## src/shared/vecm_defs.svh

```systemverilog
// Register offsets, field positions and reset values of the vector magnitude block
`ifndef VECM_DEFS_SVH
`define VECM_DEFS_SVH

`define VECM_INT_SRC_ADDR 8'h0C
`define VECM_CFG_ADDR 8'h5F
`define VECM_THS_MSB_ADDR 8'h60
`define VECM_THS_LSB_ADDR 8'h61
`define VECM_CNT_ADDR 8'h62
`define VECM_INITX_MSB_ADDR 8'h63
`define VECM_INITX_LSB_ADDR 8'h64
`define VECM_INITY_MSB_ADDR 8'h65
`define VECM_INITY_LSB_ADDR 8'h66
`define VECM_INITZ_MSB_ADDR 8'h67
`define VECM_INITZ_LSB_ADDR 8'h68

`define VECM_CFG_LATCH_BIT 6
`define VECM_CFG_REFSRC_BIT 5
`define VECM_CFG_REFHOLD_BIT 4
`define VECM_CFG_EN_BIT 3
`define VECM_CFG_MASK 8'h78
`define VECM_THS_CLRMODE_BIT 7
`define VECM_THS_MSB_MASK 8'h1F
`define VECM_INIT_MSB_MASK 8'h3F
`define VECM_SRC_EVENT_BIT 1

`define VECM_CFG_RESET 8'h00
`define VECM_BYTE_RESET 8'h00
`define VECM_AXIS_RESET 14'h0000

`endif

```

## src/shared/vecm_pkg.sv

```systemverilog
// Types shared by the vector magnitude block
package vecm_pkg;

  typedef logic signed [13:0] axis_t;

  typedef struct packed {
    axis_t x;
    axis_t y;
    axis_t z;
  } axes_s;

endpackage

```

## src/verilog/accel_vector_magnitude_detect.sv

```systemverilog
// Accelerometer vector magnitude change detector with its register file
// Behaviour
// - Event when distance from reference exceeds threshold longer than debounce.
// - References held inside or from init registers; the held one is never readable, the init registers read back.
// - Unlatched: flag follows condition, set debounced, clear debounced except in clear mode.
// - Latched: flag holds until interrupt source register 0x0C is read.
// - Reference source 0: capture live sample when function is enabled.
// - Reference source 1: initial-reference registers give starting reference.
// - Update bit 0: reference replaced by current sample on each trigger.
// - Update bit 1: reference kept from enable time on trigger.
// - Both bits 1: initial-reference writes act immediately as reference.
// - Runs only while enabled, off by default; loads reference on enabling.
// - Below threshold: counter decrements, or clears when clear mode set.
// - Threshold is 13-bit unsigned at accelerometer output resolution.
// - Counter advances per effective sample; hybrid mode halves the rate.
// - Initial references are signed 14-bit, split into high and low bytes.
`timescale 1ns/100ps
`default_nettype none
`include "vecm_defs.svh"

module accel_vector_magnitude_detect (
  // Clock and reset
  input wire logic clk,
  input wire logic rst,
  // Internal register port
  input wire logic reg_wr,
  input wire logic reg_rd,
  input wire logic [7:0] reg_addr,
  input wire logic [7:0] reg_wdata,
  output logic [7:0] reg_rdata_ff,
  output logic reg_rdata_valid_ff,
  // Accelerometer samples
  input wire logic sample_valid,
  input wire vecm_pkg::axes_s sample,
  input wire logic hybrid_mode,
  // Event
  output logic event_flag_ff
);

  function automatic vecm_pkg::axis_t set_byte(input vecm_pkg::axis_t old,
                                               input logic hi,
                                               input logic [7:0] d);
    return hi ? {d[5:0], old[7:0]} : {old[13:8], d};
  endfunction

  logic [7:0] cfg_ff;
  logic [7:0] ths_msb_ff;
  logic [7:0] ths_lsb_ff;
  logic [7:0] cnt_ff;
  vecm_pkg::axes_s init_ff;
  vecm_pkg::axes_s ref_ff;
  vecm_pkg::axes_s last_ff;
  logic [7:0] dbc_ff;
  logic en_d_ff;
  logic phase_ff;

  // Register decode
  wire wr_cfg = reg_wr && reg_addr == `VECM_CFG_ADDR;
  wire wr_ths_msb = reg_wr && reg_addr == `VECM_THS_MSB_ADDR;
  wire wr_ths_lsb = reg_wr && reg_addr == `VECM_THS_LSB_ADDR;
  wire wr_cnt = reg_wr && reg_addr == `VECM_CNT_ADDR;
  wire wr_x = reg_wr && (reg_addr == `VECM_INITX_MSB_ADDR ||
                         reg_addr == `VECM_INITX_LSB_ADDR);
  wire wr_y = reg_wr && (reg_addr == `VECM_INITY_MSB_ADDR ||
                         reg_addr == `VECM_INITY_LSB_ADDR);
  wire wr_z = reg_wr && (reg_addr == `VECM_INITZ_MSB_ADDR ||
                         reg_addr == `VECM_INITZ_LSB_ADDR);
  // MSB halves sit on the odd offsets of each axis pair
  wire wr_hi = (reg_addr == `VECM_INITX_MSB_ADDR) ||
               (reg_addr == `VECM_INITY_MSB_ADDR) ||
               (reg_addr == `VECM_INITZ_MSB_ADDR);
  wire rd_src = reg_rd && reg_addr == `VECM_INT_SRC_ADDR;

  // Configuration fields
  wire latch_en = cfg_ff[`VECM_CFG_LATCH_BIT];
  wire ref_init = cfg_ff[`VECM_CFG_REFSRC_BIT];
  wire ref_hold = cfg_ff[`VECM_CFG_REFHOLD_BIT];
  wire en = cfg_ff[`VECM_CFG_EN_BIT];
  wire clr_mode = ths_msb_ff[`VECM_THS_CLRMODE_BIT];
  wire [12:0] ths = {ths_msb_ff[4:0], ths_lsb_ff};

  // Sequencing
  wire en_rise = en && !en_d_ff;
  wire run = en && en_d_ff;
  wire tick = sample_valid && run && (!hybrid_mode || phase_ff);

  // Live init registers replace the stored reference in this mode
  wire vecm_pkg::axes_s act_ref =
      (ref_init && ref_hold) ? init_ff : ref_ff;

  logic [31:0] dist_sq;
  vecm_distance vecm_distance_i (
    .cur(sample),
    .refv(act_ref),
    .dist_sq(dist_sq)
  );

  // Squared threshold keeps the comparison free of a square root
  wire [25:0] ths_sq = 26'(ths * ths);
  wire above = dist_sq > {6'h00, ths_sq};
  wire at_cnt = dbc_ff >= cnt_ff;
  wire trigger = tick && above && at_cnt;

  // Debounce counter
  wire [7:0] dbc_dn = (clr_mode || dbc_ff == 8'h00) ? 8'h00 :
                      8'(dbc_ff - 8'h01);
  wire [7:0] dbc_up = at_cnt ? cnt_ff : 8'(dbc_ff + 8'h01);
  wire [7:0] nxt_dbc = !run ? 8'h00 :
                       !tick ? dbc_ff :
                       above ? dbc_up : dbc_dn;

  // Event flag: a trigger wins over a clearing read
  wire live_clr = !run || (tick && !above && nxt_dbc == 8'h00);
  wire nxt_event = trigger ? 1'b1 :
                   latch_en ? (event_flag_ff && !rd_src) :
                   (event_flag_ff && !live_clr);

  // Reference update
  wire vecm_pkg::axes_s nxt_ref =
      en_rise ? (ref_init ? init_ff : last_ff) :
      (trigger && !ref_hold) ? sample :
      ref_ff;

  // Read mux; the stored reference has no read path
  wire [7:0] rd_mux =
      reg_addr == `VECM_INT_SRC_ADDR ?
        8'(event_flag_ff) << `VECM_SRC_EVENT_BIT :
      reg_addr == `VECM_CFG_ADDR ? cfg_ff :
      reg_addr == `VECM_THS_MSB_ADDR ? ths_msb_ff :
      reg_addr == `VECM_THS_LSB_ADDR ? ths_lsb_ff :
      reg_addr == `VECM_CNT_ADDR ? cnt_ff :
      reg_addr == `VECM_INITX_MSB_ADDR ? {2'b00, init_ff.x[13:8]} :
      reg_addr == `VECM_INITX_LSB_ADDR ? init_ff.x[7:0] :
      reg_addr == `VECM_INITY_MSB_ADDR ? {2'b00, init_ff.y[13:8]} :
      reg_addr == `VECM_INITY_LSB_ADDR ? init_ff.y[7:0] :
      reg_addr == `VECM_INITZ_MSB_ADDR ? {2'b00, init_ff.z[13:8]} :
      reg_addr == `VECM_INITZ_LSB_ADDR ? init_ff.z[7:0] :
      8'h00;

  always_ff @(posedge clk) begin
    if (rst) begin
      cfg_ff <= `VECM_CFG_RESET;
      ths_msb_ff <= `VECM_BYTE_RESET;
      ths_lsb_ff <= `VECM_BYTE_RESET;
      cnt_ff <= `VECM_BYTE_RESET;
    end else begin
      if (wr_cfg) cfg_ff <= reg_wdata & `VECM_CFG_MASK;
      if (wr_ths_msb)
        ths_msb_ff <= reg_wdata & (`VECM_THS_MSB_MASK |
                                   (8'h01 << `VECM_THS_CLRMODE_BIT));
      if (wr_ths_lsb) ths_lsb_ff <= reg_wdata;
      if (wr_cnt) cnt_ff <= reg_wdata;
    end
  end

  always_ff @(posedge clk) begin
    if (rst) begin
      init_ff <= {3{`VECM_AXIS_RESET}};
    end else begin
      if (wr_x) init_ff.x <= set_byte(init_ff.x, wr_hi, reg_wdata);
      if (wr_y) init_ff.y <= set_byte(init_ff.y, wr_hi, reg_wdata);
      if (wr_z) init_ff.z <= set_byte(init_ff.z, wr_hi, reg_wdata);
    end
  end

  always_ff @(posedge clk) begin
    if (rst) begin
      ref_ff <= {3{`VECM_AXIS_RESET}};
      last_ff <= {3{`VECM_AXIS_RESET}};
      dbc_ff <= 8'h00;
      en_d_ff <= 1'b0;
      phase_ff <= 1'b0;
      event_flag_ff <= 1'b0;
    end else begin
      ref_ff <= nxt_ref;
      if (sample_valid) last_ff <= sample;
      dbc_ff <= nxt_dbc;
      en_d_ff <= en;
      if (!hybrid_mode) phase_ff <= 1'b0;
      else if (sample_valid) phase_ff <= !phase_ff;
      event_flag_ff <= nxt_event;
    end
  end

  always_ff @(posedge clk) begin
    if (rst) begin
      reg_rdata_ff <= 8'h00;
      reg_rdata_valid_ff <= 1'b0;
    end else begin
      reg_rdata_ff <= reg_rd ? rd_mux : 8'h00;
      reg_rdata_valid_ff <= reg_rd;
    end
  end

  // Checks
  a_cfg_reserved_zero: assert property (@(posedge clk) disable iff (rst)
    (cfg_ff & ~`VECM_CFG_MASK) == 8'h00)
    else $error("reserved config bits not zero");
  a_trigger_sets_flag: assert property (@(posedge clk) disable iff (rst)
    trigger |=> event_flag_ff)
    else $error("trigger did not raise event flag");
  a_off_clears_count: assert property (@(posedge clk) disable iff (rst)
    !en |=> dbc_ff == 8'h00 && !en_d_ff)
    else $error("debounce counter ran while disabled");
  a_live_flag_clear: assert property (@(posedge clk) disable iff (rst)
    (!latch_en && tick && !above && clr_mode) |=> !event_flag_ff)
    else $error("unlatched flag not cleared");
  a_latch_holds: assert property (@(posedge clk) disable iff (rst)
    (latch_en && event_flag_ff && !rd_src) |=> event_flag_ff)
    else $error("latched flag dropped without source read");
  a_src_read_clear: assert property (@(posedge clk) disable iff (rst)
    (latch_en && rd_src && !trigger) |=> !event_flag_ff)
    else $error("source read did not clear latched flag");
  a_enable_live_ref: assert property (@(posedge clk) disable iff (rst)
    (en_rise && !ref_init) |=> ref_ff == $past(last_ff))
    else $error("live reference not captured on enable");
  a_enable_init_ref: assert property (@(posedge clk) disable iff (rst)
    (en_rise && ref_init) |=> ref_ff == $past(init_ff))
    else $error("init reference not loaded on enable");
  a_trigger_update: assert property (@(posedge clk) disable iff (rst)
    (trigger && !ref_hold) |=> ref_ff == $past(sample))
    else $error("reference not updated on trigger");
  a_trigger_keep: assert property (@(posedge clk) disable iff (rst)
    (trigger && ref_hold) |=> $stable(ref_ff))
    else $error("reference changed on trigger");
  a_live_init_ref: assert property (@(posedge clk) disable iff (rst)
    (ref_init && ref_hold && wr_x && !wr_hi) ##1 (ref_init && ref_hold) |->
      act_ref.x[7:0] == $past(reg_wdata))
    else $error("init write not active at once");
  a_count_decrement: assert property (@(posedge clk) disable iff (rst)
    (tick && !above && !clr_mode && dbc_ff != 8'h00) |=>
      dbc_ff == 8'($past(dbc_ff) - 8'h01))
    else $error("debounce counter did not decrement");
  a_hybrid_skip: assert property (@(posedge clk) disable iff (rst)
    (hybrid_mode && sample_valid && run && !phase_ff) |=> $stable(dbc_ff))
    else $error("counter advanced on skipped hybrid sample");

  c_trigger: cover property (@(posedge clk) disable iff (rst) trigger);
  c_latched_read: cover property (@(posedge clk) disable iff (rst)
    latch_en && event_flag_ff && rd_src);
  c_hybrid_tick: cover property (@(posedge clk) disable iff (rst)
    hybrid_mode && tick);
  c_live_init: cover property (@(posedge clk) disable iff (rst)
    ref_init && ref_hold && trigger);

endmodule

`default_nettype wire

```

## src/verilog/vecm_distance.sv

```systemverilog
// Squared distance between the current sample and the reference vector
`timescale 1ns/100ps
`default_nettype none

module vecm_distance (
  // Vectors
  input wire vecm_pkg::axes_s cur,
  input wire vecm_pkg::axes_s refv,
  // Result
  output logic [31:0] dist_sq
);

  function automatic logic [29:0] sq_diff(input logic signed [13:0] a,
                                          input logic signed [13:0] b);
    logic signed [14:0] d;
    logic [14:0] m;
    d = 15'(a) - 15'(b);
    m = d[14] ? 15'(-d) : 15'(d);
    return 30'(m * m);
  endfunction

  // Square root avoided: comparing squares keeps the threshold exact
  assign dist_sq = 32'(sq_diff(cur.x, refv.x)) + 32'(sq_diff(cur.y, refv.y))
                 + 32'(sq_diff(cur.z, refv.z));

endmodule

`default_nettype wire

```

## config.mk

```make
export PLATFORM = sky130hd
export DESIGN_NAME = accel_vector_magnitude_detect
export DESIGN_NICKNAME = d
export VERILOG_FILES = /design/src/shared/vecm_pkg.sv /design/src/verilog/accel_vector_magnitude_detect.sv /design/src/verilog/vecm_distance.sv
export VERILOG_INCLUDE_DIRS = /design/src /design/src/shared
export SDC_FILE = /design/constraint.sdc
export NUM_CORES = 2
export LEC_CHECK = 0
export BUFFER_PORTS_ARGS = -buffer_cell sky130_fd_sc_hd__clkbuf_2
export CORE_ASPECT_RATIO = 1.25
export CORE_MARGIN = 2
export CORE_UTILIZATION = 65
export CTS_CLUSTER_SIZE = 20
export DETAILED_ROUTE_END_ITERATION = 10
export GPL_TIMING_DRIVEN = 0
export PLACE_DENSITY = 0.82
export SYNTH_ARGS = -nofsm -noshare
export SYNTH_HDL_FRONTEND = slang
export SYNTH_HIERARCHICAL = 1
export SYNTH_SLANG_ARGS = --single-unit
```

## constraint.sdc

```tcl
create_clock -name clk -period 14.7 [get_ports clk]
set_input_delay 0.735 -clock clk [delete_from_list [all_inputs] [get_ports clk]]
set_output_delay 0.735 -clock clk [all_outputs]
set_load 0.01 [all_outputs]
```

Word-level counts from Yosys, hierarchy flattened
Cells that the tools add are included.

Register bits: 172. Bits in latches: 0. Memory bits (writable): 0. Bits in read-only memories: 0. Input port bits: 64. Output and inout port bits: 10. Word-level logic and storage cells: 126. Memories kept: 0.

Add/subtract/negate cells: 10. Multipliers: 4. Divide/modulo/power cells: 0. Magnitude comparators: 2. Equality and inequality tests: 11. Shifts and indexed selects: 0. Muxes and demuxes: 25. Bitwise operators: 3. Reduce and logical (&&, ||, !) cells: 48.

Operators with widths (number): two-way mux 42 bit (4); two-way mux 8 bit (15); multiplier 15 x 15 -> 30 bit (3); == test 8 x 7 -> 1 bit, second input constant (10); two-way mux 15 bit (3); negator 15 bit (3); subtractor 14 x 14 -> 15 bit (3); adder 32 x 30 -> 32 bit (1); greater-than comparator 32 x 26 -> 1 bit (1); adder 30 x 30 -> 31 bit (1); multiplier 13 x 13 -> 26 bit (1); logical AND 1 bit (20); logical NOT 8 bit (2); AND reduction 2 bit (6); adder 8 x 1 -> 8 bit, second input constant (1); == test 8 x 4 -> 1 bit, second input constant (1); >= comparator 8 bit (1); logical NOT 1 bit (8); logical OR 1 bit (8); subtractor 8 x 1 -> 8 bit, second input constant (1); OR reduction 2 bit (2); NOT 1 bit (3); OR reduction 3 bit (1); two-way mux 1 bit (2); 2 further kinds (2).

Logic depth before layout (Yosys ltp)
Depth in word-level cells: 19. Gate-level depth with buffers: 57. Gate-level depth less buffers: 52.

By module
The synthesis kept the hierarchy.

Modules (own cells, without submodules): vecm_distance (times used 1, cells each 2543, area each 22569.1 µm², sequential area each 0.0 µm²); accel_vector_magnitude_detect (times used 1, cells each 1648, area each 13880.8 µm², sequential area each 3443.3 µm²).

Worst setup path before layout
OpenSTA, ideal clock, no wires.

Path kind: register to register. Start point: register cfg_ff[5]. End point: register ref_ff[37] in the netlist's numbering. Setup time: 0.070 ns. Arrival: 12.293 ns. Required time: 14.630 ns. Path slack: 2.336 ns. Stages on the path, launching flop included: 54. Path buffers: 5. Clock period less this slack: 12.364 ns. Cells stage by stage: dfxtp_1 -> clkbuf_1 -> nand2_1 -> clkbuf_1 -> mux2_2 -> ha_1 -> inv_1 -> fa_1 -> a211oi_2 -> nor4_2 -> nor4_1 -> a21oi_1 -> a21oi_1 -> o21ai_0 -> xor2_1 -> clkbuf_1 -> nor2_1 -> fa_1 -> [... 18 more ...] -> a2111oi_0 -> nor2_1 -> a21oi_1 -> nor2b_1 -> nor2_1 -> xnor2_1 -> ha_1 -> nand4_1 -> nor3_1 -> nand4_1 -> a31o_2 -> a21oi_4 -> nand2b_4 -> o31a_1 -> buf_4 -> buf_6 -> nand2_1 -> a21oi_1.

RTL lines: start: declaration (line accel_vector_magnitude_detect.sv:46) `logic [7:0] cfg_ff;`; start signal: assignment (line accel_vector_magnitude_detect.sv:142) `` cfg_ff <= `VECM_CFG_RESET; ``; start signal: assignment (line accel_vector_magnitude_detect.sv:147) `` if (wr_cfg) cfg_ff <= reg_wdata & `VECM_CFG_MASK; ``; end signal: assignment (line accel_vector_magnitude_detect.sv:168) `` ref_ff <= {3{`VECM_AXIS_RESET}}; ``; end signal: assignment (line accel_vector_magnitude_detect.sv:175) `ref_ff <= nxt_ref;`; end: declaration (line accel_vector_magnitude_detect.sv:51) `vecm_pkg::axes_s ref_ff;`.

==> results.sh <==
export IMPL_startpoint_of_the_worst_hold_path="ref_ff[18]$_SDFFE_PP0P_"
export IMPL_gp_routability_congestion=1.02
export IMPL_crit_start="cfg_ff[5]$_SDFFE_PP0P_"
export IMPL_timing_worst_setup_path_type="flop to flop"
export IMPL_drt_pass1_iterations=6
export IMPL_clkLatencyLatePin_ns=0.45
export IMPL_timing_clock_skew_ns=0.0115
export IMPL_final_hold_violation_count=0
export IMPL_global_routing_met2_resource_utilization_pct=61.4
export IMPL_crit_slowest_cell="sky130_fd_sc_hd__xor2_1"
export IMPL_pin_count_of_the_biggest_net_entering_global_routing=18
export IMPL_crit_reg2reg_launch="cfg_ff[5]$_SDFFE_PP0P_"
export IMPL_yosysTopAreaCell="sky130_fd_sc_hd__fa_1"
export IMPL_status="completed"
export IMPL_multiInputGateArea_um2=29100
export IMPL_slew_headroom_pct=12.5
export IMPL_drv_max_cap_violation_count=0
export IMPL_clock_tree_buffer_depth=2
export IMPL_grt_pass1_wl_mm=157
export IMPL_port_buffers=65
export IMPL_nets=5385
export IMPL_clkTransAtPathRegs_ns=0.07
export IMPL_min_period_ns=14.10
export IMPL_grt_util_met1_pct=39.2
export IMPL_min_path_cells=2
export IMPL_post_route_cells_drive_above_1_share_pct=6.95
export IMPL_timing_max_transition_violations_final=0
export IMPL_die_width_um=216
export IMPL_area_sequential_um2=3440
export IMPL_grt_antenna_before_repair=1
export IMPL_die_height_um=269
export IMPL_clock_sinks=172
export IMPL_root_buffer_selected_by_cts="sky130_fd_sc_hd__clkbuf_16"
export IMPL_postRouteAntennaNets=0
export IMPL_yosysWarningCount=6
export IMPL_critPathArrivalTime_ns=14.40
export IMPL_hold_ws_ns=0.449
export IMPL_synth_area_top_cells="sky130_fd_sc_hd__fa_1, sky130_fd_sc_hd__ha_1, sky130_fd_sc_hd__inv_1, sky130_fd_sc_hd__dfxtp_1, sky130_fd_sc_hd__nor2_1"
export IMPL_worst_slew_pin_transition_ns=1.30
export IMPL_critical_path_required_ns=15.00
export IMPL_average_instance_area_after_synthesis_um2=8.70
export IMPL_yosys_register_bits=172
export IMPL_core_area_um2=55700
export IMPL_routed_wl_mm=97.7
export IMPL_netlist_area_um2=36400
export IMPL_final_core_util_pct=69.4
export IMPL_global_route_usage_met3_pct=4.14
export IMPL_grt_usage_pct=34.7
export IMPL_hold_path_endpoint="ref_ff[18]$_SDFFE_PP0P_"
export IMPL_route_vias_total=29300
export IMPL_worstReg2RegEnd="ref_ff[4]$_SDFFE_PP0P_"
export IMPL_setup_reg_to_reg_worst_slack_ns=0.60
export IMPL_synth_edf_count=0
export IMPL_crit_path_end_kind="flop"
export IMPL_report_final_setup_viol=0
export IMPL_grt_most_used_layer="met2"
export IMPL_dp_hpwl_mm=82.4
export IMPL_drc_errors_left=0
export IMPL_postLayoutSetupSlackWorst_ns=0.598
export IMPL_gr_total_overflow=0
export IMPL_io_pins=74
export IMPL_vias_in_the_first_global_route=31000
export IMPL_rr_worst_depth=50
export IMPL_fmax_mhz=70.9
export IMPL_commonest_non_fill_non_tap_cell_in_the_layout="sky130_fd_sc_hd__inv_1"
export IMPL_cts_hold_buf=0
export IMPL_dominantRegCellSynth="sky130_fd_sc_hd__dfxtp_1"
export IMPL_largest_incremental_delay_on_the_critical_path_ns=0.63
export IMPL_post_place_ws_ns=-0.735
export IMPL_synth_cell_types=97
export IMPL_cp_start_kind="flop"
export IMPL_layout_area_overhead_vs_synth_pct=6.10
export IMPL_fin_tns_setup_ns=0
export IMPL_clock_tree_from_tritoncts="done"
export IMPL_drt_iter0_drc=2112
export IMPL_layout_filler_cells=4355
export IMPL_die_area_um2=58000
export IMPL_area_fraction_of_the_dominant_cell_type_after_synthesis_pct=34.6
export IMPL_layout_cells_most_common_list="sky130_fd_sc_hd__inv_1, sky130_fd_sc_hd__fa_1, sky130_fd_sc_hd__ha_1"
export IMPL_critical_path_peak_fanout=10
export IMPL_min_path_type="flop to flop"
export IMPL_tritoncts_num_buffers=17
export IMPL_cpMostUsedCell="sky130_fd_sc_hd__fa_1"
export IMPL_vias_per_cell=5.79
export IMPL_grt_setup_unrepaired="false"
export IMPL_clock_tree_htree_level_count=4
export IMPL_syn_inst=4191
export IMPL_async_flop_share_pct=0
export IMPL_floorplan_rows=97
export IMPL_finalCritPeriodShare_pct=95.9
export IMPL_initial_utilization_pct=65.4
export IMPL_yosysSeqAreaShare_pct=9.45
export IMPL_route_detailed_wl_per_inst_um=19.3
## cell type report
class,count,area share (%)
diodes,1,0.00647
repair buffers,69,0.961
clock buffers,18,1.11
inverters,973,9.45
plain buffers,133,1.54
well taps,742,2.40
flip-flops and latches,172,8.91
multi-input cells,2938,75.2
clock inverters,14,0.446
## per-layer routing
| metal | routed length [um] | up-vias |
|---|---|---|
| met3 | 6440 | 432 |
| li1 | - | 13300 |
| met2 | 49100 | 1283 |
| met5 | 0 | - |
| met4 | 8040 | 0 |
| met1 | 34100 | 14300 |
## state kept, by name, indices dropped and copies added (netlist names)
name and flops:
init_ff 42, last_ff 42, ref_ff 42, cnt_ff 8
dbc_ff 8, reg_rdata_ff 8, ths_lsb_ff 8, ths_msb_ff 6
cfg_ff 4, en_d_ff 1, event_flag_ff 1, phase_ff 1
reg_rdata_valid_ff 1
## cell usage after synthesis, drive strengths merged, types with 50 or more instances
cell,n
inv,969
fa,630
ha,387
nor2,376
nand2,363
a21oi,175
dfxtp,172
mux2i,122
clkbuf,96
xnor2,96
nand3,77
o21ai,74
xor2,56
o211ai,55
mux2,50
## timing repair
item,4_1_cts,5_1_grt
setup endpoints to repair,51,51
resized for setup,10,32
pin swaps,0,2
endpoints found under the hold margin,0,0
setup buffers,0,3
## through the flow
step / instance area [um^2] / std cells
after global placement: 37800 / 5025
after CTS: 38500 / 5057
final: 38700 / 5060
after global routing: 38700 / 5060
after floorplan: 36600 / 4218
after detailed placement: 37800 / 5026
## worst max path at each step
stage / end / slack, ns / cells past startpoint
after CTS: ref_ff[4]$_SDFFE_PP0P_ / 0.07 / 50
after global routing: ref_ff[3]$_SDFFE_PP0P_ / 0.009 / 51
after floorplan: ref_ff[37]$_SDFFE_PP0P_ / 2.34 / 53
after global placement: ref_ff[30]$_SDFFE_PP0P_ / -0.74 / 49
final: ref_ff[4]$_SDFFE_PP0P_ / 0.60 / 50
after detailed placement: ref_ff[21]$_SDFFE_PP0P_ / -0.73 / 51
## cells by family (layout without fill, tap and decap cells)
logic type      after synthesis  count (layout)  synth area share, %
other cells                   2              30               0.0206
fa+ha+maj                  1017            1017                 47.9
compound gates              501             501                 9.07
buf+inv                    1108            1207                 11.7
xor+xnor                    152             152                 3.81
simple gates               1066            1066                 13.2
flops                       172             172                 9.45
mux                         173             173                 4.96
## critical path: cells and delay by family, from the launching register on
family                   cells  cell delay [ns]
AO/OA/AOI/OAI               12             2.69
adder cells (fa/ha/maj)     13             5.57
AND/OR/NAND/NOR             12             2.19
buffers and inverters        9             1.25
multiplexers                 1             0.29
flip-flops                   1             0.57
XOR/XNOR                     3             1.34
Power is left out: the tool's default activity adds up to more than one toggle a clock period on the data nets, which glitch-free logic cannot reach.
